===== src/psb_pkg.sv =====
// Purpose: Shared constants of the sideband pin block: register map,
//          field positions, reset values and timing counts.
// Assumes: 10 MHz system clock, which is also the RMII reference clock.
// Notes:   Byte addresses are word aligned on a 32-bit AXI4-Lite bus.
package psb_pkg;
    localparam int CLK_HZ = 10_000_000;
    localparam int TICK_US = 1000;
    localparam int TICK_CYCLES = CLK_HZ / 1_000_000 * TICK_US;
    localparam int ACT_HOLD_MS = 50;
    localparam int STRAP_SETTLE = 3;

    localparam logic [3:0] ADDR_CTRL = 4'h0;
    localparam logic [3:0] ADDR_STRAP = 4'h4;
    localparam logic [3:0] ADDR_IRQ_STAT = 4'h8;
    localparam logic [3:0] ADDR_IRQ_MASK = 4'hc;

    localparam int CTRL_IRQ_POL = 0;
    localparam int CTRL_ACTIVITY_LED_OUT_LSB = 2;
    localparam int CTRL_SPEED_LED_OUT_LSB = 4;
    localparam int CTRL_W = 6;
    localparam logic [5:0] CTRL_RESET = 6'h00;

    localparam int ST_MODE_LSB = 0;
    localparam int ST_TCHAIN_PIN = 3;
    localparam int ST_TEST_EN = 4;
    localparam int ST_XOVER = 5;
    localparam int ST_B2B = 6;
    localparam int ST_RSVD = 7;
    localparam int ST_VALID = 8;

    localparam int EV_LINK = 0;
    localparam int EV_RSVD = 1;
    localparam int EV_RX = 2;
    localparam int EV_TX = 3;
    localparam int EV_W = 4;
    localparam logic [3:0] MASK_RESET = 4'h0;

    localparam logic [2:0] MODE_NORMAL_NOX = 3'h1;
    localparam logic [2:0] MODE_B2B_X = 3'h5;
    localparam logic [2:0] MODE_NORMAL_X = 3'h7;

    localparam logic [1:0] LED_DEFAULT = 2'h0;
    localparam logic [1:0] LED_LINK = 2'h1;
    localparam logic [1:0] LED_ACT = 2'h2;
    localparam logic [1:0] LED_OFF = 2'h3;

    localparam logic [1:0] RESP_OKAY = 2'h0;
    localparam logic [1:0] RESP_SLVERR = 2'h2;
endpackage : psb_pkg


===== src/psb_sync.sv =====
// Purpose: Two-stage synchroniser for a group of pin levels.
// Assumes: Each bit is an independent level; no word coherence is kept.
// Notes:   The first stage feeds only the second stage.
`timescale 1ns/100ps
`default_nettype none
module psb_sync #(
    parameter int W = 1
) (
    input wire logic sys_clk_i,
    input wire logic arst_n_i,
    input wire logic [W-1:0] async_i,
    output logic [W-1:0] sync_o
);
    genvar gi;
    generate
        for (gi = 0; gi < W; gi++) begin : g_bit
            logic meta_q;
            logic sync_q;
            always_ff @(posedge sys_clk_i or negedge arst_n_i) begin
                if (!arst_n_i) begin
                    meta_q <= 1'b0;
                    sync_q <= 1'b0;
                end else begin
                    meta_q <= async_i[gi];
                    sync_q <= meta_q;
                end
            end
            assign sync_o[gi] = sync_q;
        end
    endgenerate
endmodule : psb_sync
`default_nettype wire


===== src/psb_sideband.sv =====
// Purpose: Strap latch, interrupt pin, LED drivers and RMII data
//          qualification of a PHY, with an AXI4-Lite register slave.
// Assumes: MAC and PHY core logic run on sys_clk_i; strap pins do not.
// Notes:   Shared pins stay undriven until the straps have been taken.
`timescale 1ns/100ps
`default_nettype none
// Contract
// - Both LEDs are active low, programmable; defaults link/activity and speed.
// - Transmit data counts as valid only while transmit enable is high.
// - Receive data pins carry data only while data valid is high.
// - Every strap pin is sampled at reset release and kept.
// - Mode bit 1 pin serves only as a strap, nothing else.
// - Interrupt pin polarity programmable, active low after reset.
// - Interrupt pin is sampled as test strap before it drives.
// - Mode codes 001, 101, 111 decode; all other codes reserved.
// - Test-chain strap low enables test mode; high is normal.
module psb_sideband
    import psb_pkg::*;
#(
    parameter int TICK_CYC = TICK_CYCLES,
    parameter int HOLD_MS = ACT_HOLD_MS
) (
    input wire logic sys_clk_i,
    input wire logic arst_n_i,
    // AXI4-Lite slave.
    input wire logic [3:0] s_axi_awaddr,
    input wire logic s_axi_awvalid,
    output logic s_axi_awready,
    input wire logic [31:0] s_axi_wdata,
    input wire logic [3:0] s_axi_wstrb,
    input wire logic s_axi_wvalid,
    output logic s_axi_wready,
    output logic [1:0] s_axi_bresp,
    output logic s_axi_bvalid,
    input wire logic s_axi_bready,
    input wire logic [3:0] s_axi_araddr,
    input wire logic s_axi_arvalid,
    output logic s_axi_arready,
    output logic [31:0] s_axi_rdata,
    output logic [1:0] s_axi_rresp,
    output logic s_axi_rvalid,
    input wire logic s_axi_rready,
    // Strap pins.
    input wire logic mode_strap_bit0_i,
    input wire logic mode_strap_bit1_i,
    input wire logic crs_dv_i,
    input wire logic irq_out_i,
    output logic irq_out_o,
    output logic irq_out_oe_o,
    // RMII toward the MAC.
    input wire logic tx_en_i,
    input wire logic [1:0] txd_i,
    output logic crs_dv_o,
    output logic crs_dv_oe_o,
    output logic [1:0] rxd_o,
    output logic rxd_oe_o,
    // Transceiver core side.
    output logic tx_valid_o,
    output logic [1:0] tx_data_o,
    input wire logic rx_valid_i,
    input wire logic [1:0] rx_data_i,
    input wire logic link_up_i,
    input wire logic speed_100_i,
    // Decoded configuration.
    output logic strap_valid_o,
    output logic [2:0] mode_code_o,
    output logic mode_reserved_o,
    output logic auto_xover_o,
    output logic back_to_back_o,
    output logic test_chain_en_o,
    // LEDs and interrupt.
    output logic activity_led_out_n_o,
    output logic speed_led_out_n_o,
    output logic irq_o
);
    generate
        if (TICK_CYC < 2 || HOLD_MS < 1 || HOLD_MS > 255) begin : g_chk
            $error("psb_sideband: unsupported timing parameters");
        end
    endgenerate

    typedef enum logic [1:0] {
        PSB_SETTLE,
        PSB_LATCH,
        PSB_RUN
    } psb_phase_t;

    psb_phase_t phase_q;
    logic [1:0] settle_q;
    logic [3:0] pins_sync;
    logic [2:0] mode_q;
    logic tchain_q;
    logic rsvd_pulse_q;
    logic [CTRL_W-1:0] ctrl_q;
    logic [EV_W-1:0] stat_q;
    logic [EV_W-1:0] mask_q;
    logic [EV_W-1:0] ev;
    logic [EV_W-1:0] clr;
    logic link_q;
    logic rx_prev_q;
    logic tx_prev_q;
    logic [31:0] tick_q;
    logic tick;
    logic [7:0] act_q;
    logic act;
    logic running;

    // Strap pins cross in from outside the clock domain.
    psb_sync #(
        .W(4)
    ) u_sync (
        .sys_clk_i(sys_clk_i),
        .arst_n_i(arst_n_i),
        .async_i({irq_out_i, crs_dv_i, mode_strap_bit1_i, mode_strap_bit0_i}),
        .sync_o(pins_sync)
    );

    // The reset value is a constant, so the pins are taken a few cycles
    // after release, once the synchroniser holds their real levels.
    // Sample after release.
    always_ff @(posedge sys_clk_i or negedge arst_n_i) begin
        if (!arst_n_i) begin
            phase_q <= PSB_SETTLE;
            settle_q <= 2'h0;
        end else begin
            unique case (phase_q)
                PSB_SETTLE: begin
                    settle_q <= settle_q + 2'h1;
                    if (settle_q == 2'(STRAP_SETTLE - 1)) begin
                        phase_q <= PSB_LATCH;
                    end
                end
                PSB_LATCH: begin
                    phase_q <= PSB_RUN;
                end
                PSB_RUN: begin
                    phase_q <= PSB_RUN;
                end
            endcase
        end
    end

    assign running = (phase_q == PSB_RUN);

    always_ff @(posedge sys_clk_i or negedge arst_n_i) begin
        if (!arst_n_i) begin
            mode_q <= 3'h0;
            tchain_q <= 1'b1;
        end else if (phase_q == PSB_LATCH) begin
            mode_q <= pins_sync[2:0];
            tchain_q <= pins_sync[3];
        end
    end

    always_comb begin
        auto_xover_o = 1'b0;
        back_to_back_o = 1'b0;
        mode_reserved_o = 1'b0;
        unique case (mode_q)
            MODE_NORMAL_NOX: begin
                auto_xover_o = 1'b0;
            end
            MODE_B2B_X: begin
                auto_xover_o = 1'b1;
                back_to_back_o = 1'b1;
            end
            MODE_NORMAL_X: begin
                auto_xover_o = 1'b1;
            end
            default: begin
                mode_reserved_o = running;
            end
        endcase
    end

    assign mode_code_o = mode_q;
    assign strap_valid_o = running;
    assign test_chain_en_o = running & ~tchain_q;

    always_ff @(posedge sys_clk_i or negedge arst_n_i) begin
        if (!arst_n_i) begin
            tx_valid_o <= 1'b0;
            tx_data_o <= 2'h0;
        end else begin
            tx_valid_o <= tx_en_i & running;
            tx_data_o <= (tx_en_i & running) ? txd_i : 2'h0;
        end
    end

    always_ff @(posedge sys_clk_i or negedge arst_n_i) begin
        if (!arst_n_i) begin
            crs_dv_o <= 1'b0;
            rxd_o <= 2'h0;
        end else begin
            crs_dv_o <= rx_valid_i & running;
            rxd_o <= (rx_valid_i & running) ? rx_data_i : 2'h0;
        end
    end

    // Shared pins must float while their straps are being read.
    assign crs_dv_oe_o = running;
    assign rxd_oe_o = running;

    // Interrupt events.
    always_ff @(posedge sys_clk_i or negedge arst_n_i) begin
        if (!arst_n_i) begin
            link_q <= 1'b0;
            rx_prev_q <= 1'b0;
            tx_prev_q <= 1'b0;
            rsvd_pulse_q <= 1'b0;
        end else begin
            link_q <= link_up_i;
            rx_prev_q <= rx_valid_i;
            tx_prev_q <= tx_en_i;
            rsvd_pulse_q <= (phase_q == PSB_LATCH);
        end
    end

    always_comb begin
        ev = '0;
        ev[EV_LINK] = running & (link_up_i ^ link_q);
        ev[EV_RSVD] = rsvd_pulse_q & mode_reserved_o;
        ev[EV_RX] = running & rx_valid_i & ~rx_prev_q;
        ev[EV_TX] = running & tx_en_i & ~tx_prev_q;
    end

    // Millisecond enable for the activity stretch.
    always_ff @(posedge sys_clk_i or negedge arst_n_i) begin
        if (!arst_n_i) begin
            tick_q <= 32'h0;
        end else if (tick_q == 32'(TICK_CYC - 1)) begin
            tick_q <= 32'h0;
        end else begin
            tick_q <= tick_q + 32'h1;
        end
    end

    assign tick = (tick_q == 32'(TICK_CYC - 1));

    always_ff @(posedge sys_clk_i or negedge arst_n_i) begin
        if (!arst_n_i) begin
            act_q <= 8'h0;
        end else if (running && (rx_valid_i || tx_en_i)) begin
            act_q <= 8'(HOLD_MS);
        end else if (tick && act_q != 8'h0) begin
            act_q <= act_q - 8'h1;
        end
    end

    assign act = (act_q != 8'h0);

    function automatic logic led_on(input logic [1:0] func,
                                    input logic dflt,
                                    input logic link,
                                    input logic activity);
        logic on;
        on = 1'b0;
        unique case (func)
            LED_DEFAULT: on = dflt;
            LED_LINK: on = link;
            LED_ACT: on = activity;
            LED_OFF: on = 1'b0;
        endcase
        return on;
    endfunction : led_on

    always_ff @(posedge sys_clk_i or negedge arst_n_i) begin
        if (!arst_n_i) begin
            activity_led_out_n_o <= 1'b1;
            speed_led_out_n_o <= 1'b1;
        end else begin
            activity_led_out_n_o <= ~(running & led_on(
                ctrl_q[CTRL_ACTIVITY_LED_OUT_LSB +: 2], link_up_i & ~act,
                link_up_i, act));
            speed_led_out_n_o <= ~(running & led_on(
                ctrl_q[CTRL_SPEED_LED_OUT_LSB +: 2], link_up_i & speed_100_i,
                link_up_i, act));
        end
    end

    // AXI4-Lite write path: address and data may come in either order.
    logic aw_have_q;
    logic w_have_q;
    logic [3:0] aw_addr_q;
    logic [31:0] w_data_q;
    logic [3:0] w_strb_q;
    logic do_write;

    assign s_axi_awready = ~aw_have_q & ~s_axi_bvalid;
    assign s_axi_wready = ~w_have_q & ~s_axi_bvalid;
    assign do_write = aw_have_q & w_have_q;

    always_ff @(posedge sys_clk_i or negedge arst_n_i) begin
        if (!arst_n_i) begin
            aw_have_q <= 1'b0;
            aw_addr_q <= 4'h0;
        end else if (s_axi_awvalid && s_axi_awready) begin
            aw_have_q <= 1'b1;
            aw_addr_q <= s_axi_awaddr;
        end else if (do_write) begin
            aw_have_q <= 1'b0;
        end
    end

    always_ff @(posedge sys_clk_i or negedge arst_n_i) begin
        if (!arst_n_i) begin
            w_have_q <= 1'b0;
            w_data_q <= 32'h0;
            w_strb_q <= 4'h0;
        end else if (s_axi_wvalid && s_axi_wready) begin
            w_have_q <= 1'b1;
            w_data_q <= s_axi_wdata;
            w_strb_q <= s_axi_wstrb;
        end else if (do_write) begin
            w_have_q <= 1'b0;
        end
    end

    always_ff @(posedge sys_clk_i or negedge arst_n_i) begin
        if (!arst_n_i) begin
            s_axi_bvalid <= 1'b0;
            s_axi_bresp <= RESP_OKAY;
        end else if (do_write) begin
            s_axi_bvalid <= 1'b1;
            s_axi_bresp <= (aw_addr_q[1:0] == 2'h0) ? RESP_OKAY : RESP_SLVERR;
        end else if (s_axi_bready) begin
            s_axi_bvalid <= 1'b0;
        end
    end

    always_ff @(posedge sys_clk_i or negedge arst_n_i) begin
        if (!arst_n_i) begin
            ctrl_q <= CTRL_RESET;
            mask_q <= MASK_RESET;
        end else if (do_write && w_strb_q[0]) begin
            if (aw_addr_q == ADDR_CTRL) begin
                ctrl_q <= w_data_q[CTRL_W-1:0];
            end
            if (aw_addr_q == ADDR_IRQ_MASK) begin
                mask_q <= w_data_q[EV_W-1:0];
            end
        end
    end

    assign clr = (do_write && w_strb_q[0] && aw_addr_q == ADDR_IRQ_STAT) ?
                 w_data_q[EV_W-1:0] : '0;

    // A new event wins over a clear in the same cycle.
    always_ff @(posedge sys_clk_i or negedge arst_n_i) begin
        if (!arst_n_i) begin
            stat_q <= '0;
        end else begin
            stat_q <= (stat_q & ~clr) | ev;
        end
    end

    // AXI4-Lite read path.
    logic [31:0] rd_word;

    assign s_axi_arready = ~s_axi_rvalid;

    always_comb begin
        rd_word = 32'h0;
        unique case (s_axi_araddr)
            ADDR_CTRL: rd_word[CTRL_W-1:0] = ctrl_q;
            ADDR_STRAP: begin
                rd_word[ST_MODE_LSB +: 3] = mode_q;
                rd_word[ST_TCHAIN_PIN] = tchain_q;
                rd_word[ST_TEST_EN] = test_chain_en_o;
                rd_word[ST_XOVER] = auto_xover_o;
                rd_word[ST_B2B] = back_to_back_o;
                rd_word[ST_RSVD] = mode_reserved_o;
                rd_word[ST_VALID] = running;
            end
            ADDR_IRQ_STAT: rd_word[EV_W-1:0] = stat_q;
            ADDR_IRQ_MASK: rd_word[EV_W-1:0] = mask_q;
            default: rd_word = 32'h0;
        endcase
    end

    always_ff @(posedge sys_clk_i or negedge arst_n_i) begin
        if (!arst_n_i) begin
            s_axi_rvalid <= 1'b0;
            s_axi_rdata <= 32'h0;
            s_axi_rresp <= RESP_OKAY;
        end else if (s_axi_arvalid && s_axi_arready) begin
            s_axi_rvalid <= 1'b1;
            s_axi_rdata <= rd_word;
            s_axi_rresp <= (s_axi_araddr[1:0] == 2'h0) ? RESP_OKAY : RESP_SLVERR;
        end else if (s_axi_rready) begin
            s_axi_rvalid <= 1'b0;
        end
    end

    // Interrupt level and pin.
    assign irq_o = |(stat_q & mask_q);

    always_ff @(posedge sys_clk_i or negedge arst_n_i) begin
        if (!arst_n_i) begin
            irq_out_o <= 1'b1;
            irq_out_oe_o <= 1'b0;
        end else begin
            irq_out_o <= ctrl_q[CTRL_IRQ_POL] ? irq_o : ~irq_o;
            irq_out_oe_o <= running;
        end
    end
endmodule : psb_sideband
`default_nettype wire


===== config.mk =====
export PLATFORM = sky130hd
export DESIGN_NAME = psb_sideband
export DESIGN_NICKNAME = d
export VERILOG_FILES = /design/src/psb_pkg.sv /design/src/psb_sync.sv /design/src/psb_sideband.sv
export SDC_FILE = /design/constraint.sdc
export NUM_CORES = 1
export LEC_CHECK = 0
export BUFFER_PORTS_ARGS = -buffer_cell sky130_fd_sc_hd__buf_2
export CORE_UTILIZATION = 57
export DETAILED_ROUTE_END_ITERATION = 7
export GPL_TIMING_DRIVEN = 0
export PLACE_DENSITY = 0.93
export SLEW_MARGIN = 20
export SYNTH_ARGS = -nofsm -noshare
export SYNTH_HDL_FRONTEND = slang
export SYNTH_HIERARCHICAL = 1
export SYNTH_SLANG_ARGS = --single-unit

===== constraint.sdc =====
create_clock -name sys_clk_i -period 4.5 [get_ports sys_clk_i]
set_clock_uncertainty 0.05 [all_clocks]
set_input_delay 0.225 -clock sys_clk_i [delete_from_list [all_inputs] [get_ports sys_clk_i]]
set_output_delay 0.225 -clock sys_clk_i [all_outputs]
set_load 0.02 [all_outputs]

==> impl_metrics.yaml <==
power:
  p_int_mw: 1.57
  ir_worst_vdd_v: 0.000218
  power_mw: 2.29
  comb_power_share_pct: 21.0
  p_seq_share_pct: 55.0
  clock_power_share_pct: 24.0
  leakagePower_nw: 2.77
  p_sw_share_pct: 31.4
  p_switching_mw: 0.719
  p_per_area_mw_per_mm2: 391
timing:
  setup_ws_ns: 1.91
  slew_viol_final: 0
  fin_tns_setup_ns: 0
  slew_headroom_pct: 46.8
  layout_min_cycle_time_ns: 2.59
  tightest_slew_ns: 0.790
  max_freq_ghz: 0.386
  fin_crit_sh_pct: 57.5
  rsz0062_at_grt: "no"
  setup_viol: 0
  finalHoldViolations: 0
route:
  vias: 3549
  drt-total-wl_mm: 10.3
  viasPerCell: 5.50
  post_drt_wl_per_cell_um: 16.0
  drt_first_pass_iters: 4
  drtIter0Drc: 177
  drtAntennaViolNets: 0
  drc: 0
place:
  dp.final_hpwl_mm: 7.33
  pre_cts_slack_ns: 2.34
  dpl-instance-area_mm2: 0.00558
  io_buffers: 68
  gp_congestion: 0.810
  post-place-cells: 619
final_layout:
  stdcell_count: 645
  final_cell_mix: "dfrtp_1, buf_2, nand2_1, buf_4, xnor2_1"
  drive_gt1_share_pct: 30.7
  area_growth_pct: 17.6
  final_nets: 605
  post-route-cell-area_mm2: 0.00586
  mostFrequentLayoutCell: "dfrtp_1"
  diodes: 0
die:
  io_pins: 125
  dieArea_mm2: 0.00912
  core_area_mm2: 0.00834
  start_util_pct: 59.7
  die_x_um: 95.5
  placementRows: 33
  die_h_um: 95.5
outcome:
  status: "finished, final reports clean"
clock_tree:
  root_buffer: "clkbuf_8"
  clk_pin_slew_ns: 0.11
  cts.path.max_buffers: 2
  cts.sinks: 110
  cts_buffers: 9
  worstSkewPairLatency_ns: 0.37
  h-tree-depth: 3
  cts_setup_buffers: 0
  cts_tree: "done"
logic_synthesis:
  avgSynthCellArea_um2: 11.8
  ys.flop_type: "dfrtp_1"
  yosysSeqAreaShare_pct: 55.4
  synth_area_mm2: 0.00498
  netlist_instances: 421
  ys_seq_elements: 110
  ys_async_sr_fraction_pct: 100
  synth_cell_types: 55
  synth_edf_count: 0
  yosys_warnings: 6
global_routing:
  grt_overflow: 0
  grt_usage_pct: 24.6
  grt_pass1_vias: 3577
  grt_pass1_wl_mm: 16.9
  antenna_found_initial: 0
  grt_max_degree: 60
worst_setup_path:
  crit_slowest_cell: "clkbuf_1"
  endpoint_kind: "primary output"
  worst-path-stages: 5
  path_max_fanout: 10
  cp-endpoint: "mode_reserved_o"
  ff2ff_path_depth: 7
  worst-r2r-setup-slack_ns: 2.30
  max_stage_delay_ns: 0.44
  crit_start: "phase_q[0]$_DFFE_PN0P_"
  cp.required_ns: 4.22
  r2r-start: "tick_q[0]$_DFF_PN0_"
  cp-start-kind: "flop"
  path_cells: "inv_1 > ha_1 > clkbuf_1 > a21boi_0 > buf_2"
  crit_type: "flop to primary output"
  cp.arrival_ns: 2.31
  cp_top_family: "buffers and inverters"
  crit_buf_inv: 3
  timing.rr.end: "tick_q[28]$_DFF_PN0_"
worst_hold_path:
  hold_path_class: "input port to flop"
flow_run:
  drv_cap: 0
## sequential cells by signal, summed over array words and instances, names as in the netlist, 6 cells and up
signal       flops
s_axi_rdata      9
ctrl_q           6
w_data_q         6
tick_q          32
act_q            8
## synth_stat cells, types with 3 or more instances
cell | number | area (um^2)
a21oi_1 | 4 | 20.0
a22o_1 | 6 | 52.6
and2_1 | 4 | 25.0
and3_1 | 9 | 56.3
and4_1 | 4 | 35.0
buf_4 | 31 | 233
clkbuf_1 | 8 | 30.0
dfrtp_1 | 106 | 2650
dfstp_2 | 4 | 105
ha_1 | 7 | 87.6
inv_1 | 13 | 48.8
mux2_2 | 25 | 282
mux2i_1 | 4 | 40.0
mux4_2 | 4 | 90.1
nand2_1 | 32 | 120
nand2b_1 | 3 | 18.8
nand3_1 | 14 | 70.1
nand4_1 | 11 | 68.8
nor2_1 | 24 | 90.1
nor2b_1 | 3 | 18.8
nor3_1 | 7 | 35.0
nor3_2 | 3 | 30.0
nor4_1 | 12 | 75.1
nor4bb_1 | 3 | 30.0
o21ai_0 | 11 | 55.1
xnor2_1 | 27 | 236
xor2_1 | 7 | 61.3
## worst min path at each step
stage / start / to / slack, ns / cells after the start
finish: s_axi_wdata[3] / w_data_q[3]$_DFFE_PN0P_ / 0.04 / 2
global route: s_axi_wdata[3] / w_data_q[3]$_DFFE_PN0P_ / 0.02 / 2
CTS: s_axi_wdata[3] / w_data_q[3]$_DFFE_PN0P_ / 0.02 / 2
detailed placement: arst_n_i / aw_have_q$_DFFE_PN0P_ / 0.18 / 1
global placement: u_sync/g_bit[0].meta_q$_DFF_PN0_ / u_sync/g_bit[0].sync_q$_DFF_PN0_ / 0.28 / 0
floorplan: arst_n_i / act_q[0]$_DFFE_PN0P_ / -0.12 / 0
## metrics by stage
step                      util, %  hold slack [ns]
after global placement       66.5            0.283
final                        70.2           0.0356
after floorplan                 -           -0.121
after CTS                    70.2           0.0190
after global routing         70.2           0.0223
after detailed placement     66.9            0.177
## power by group through the flow
stage               clock network [mW]  logic [mW]  registers, mW
global placement                     0       0.448           1.26
detailed placement                   0       0.474           1.27
floorplan                            0       0.298           1.28
CTS                              0.565       0.482           1.26
finish                           0.551       0.481           1.26
global route                     0.602       0.523           1.28
## worst register-to-register path, cell delays in order (launching register included)
cell     delay [ns]
dfrtp_1        0.40
ha_1           0.19
and3_1         0.15
buf_2          0.15
nand4_1        0.22
nor3_2         0.56
nand3_1        0.20
xnor2_1        0.17
## repair_timing
item | CTS | global route
resized for setup | 0 | 0
hold endpoints to repair | 64 | 0
hold buffers | 10 | 0
## routing by layer
metal	routed length, um	share of wire (%)	GRT usage, %	vias up
li1	-	-	-	1654
met1	4120	40	29.0	1761
met2	5560	54	44.3	121
met3	463	4.5	3.51	13
met4	152	1.5	10.7	0
met5	0	0	0	-
## cells by family (layout without fill, tap and decap cells)
logic type	count (synthesis)	after routing	synth area share, %
simple gates	143	143	16.6
flops	110	110	55.4
buf+inv	55	150	6.68
compound gates	38	38	5.25
xor+xnor	34	34	5.98
mux	33	33	8.26
fa+ha+maj	7	7	1.76
other cells	1	25	0.0753
## area by class of cell
| type | instances | area (um^2) |
|---|---|---|
| clock inverter | 7 | 57.6 |
| fill | 584 | 2480 |
| multi-input combinational | 280 | 1980 |
| tap | 105 | 131 |
| timing repair buffer | 79 | 474 |
| buffer | 42 | 284 |
| sequential | 110 | 2760 |
| clock buffer | 9 | 124 |
| inverter | 13 | 48.8 |
Power figures use the tool's default switching activity.
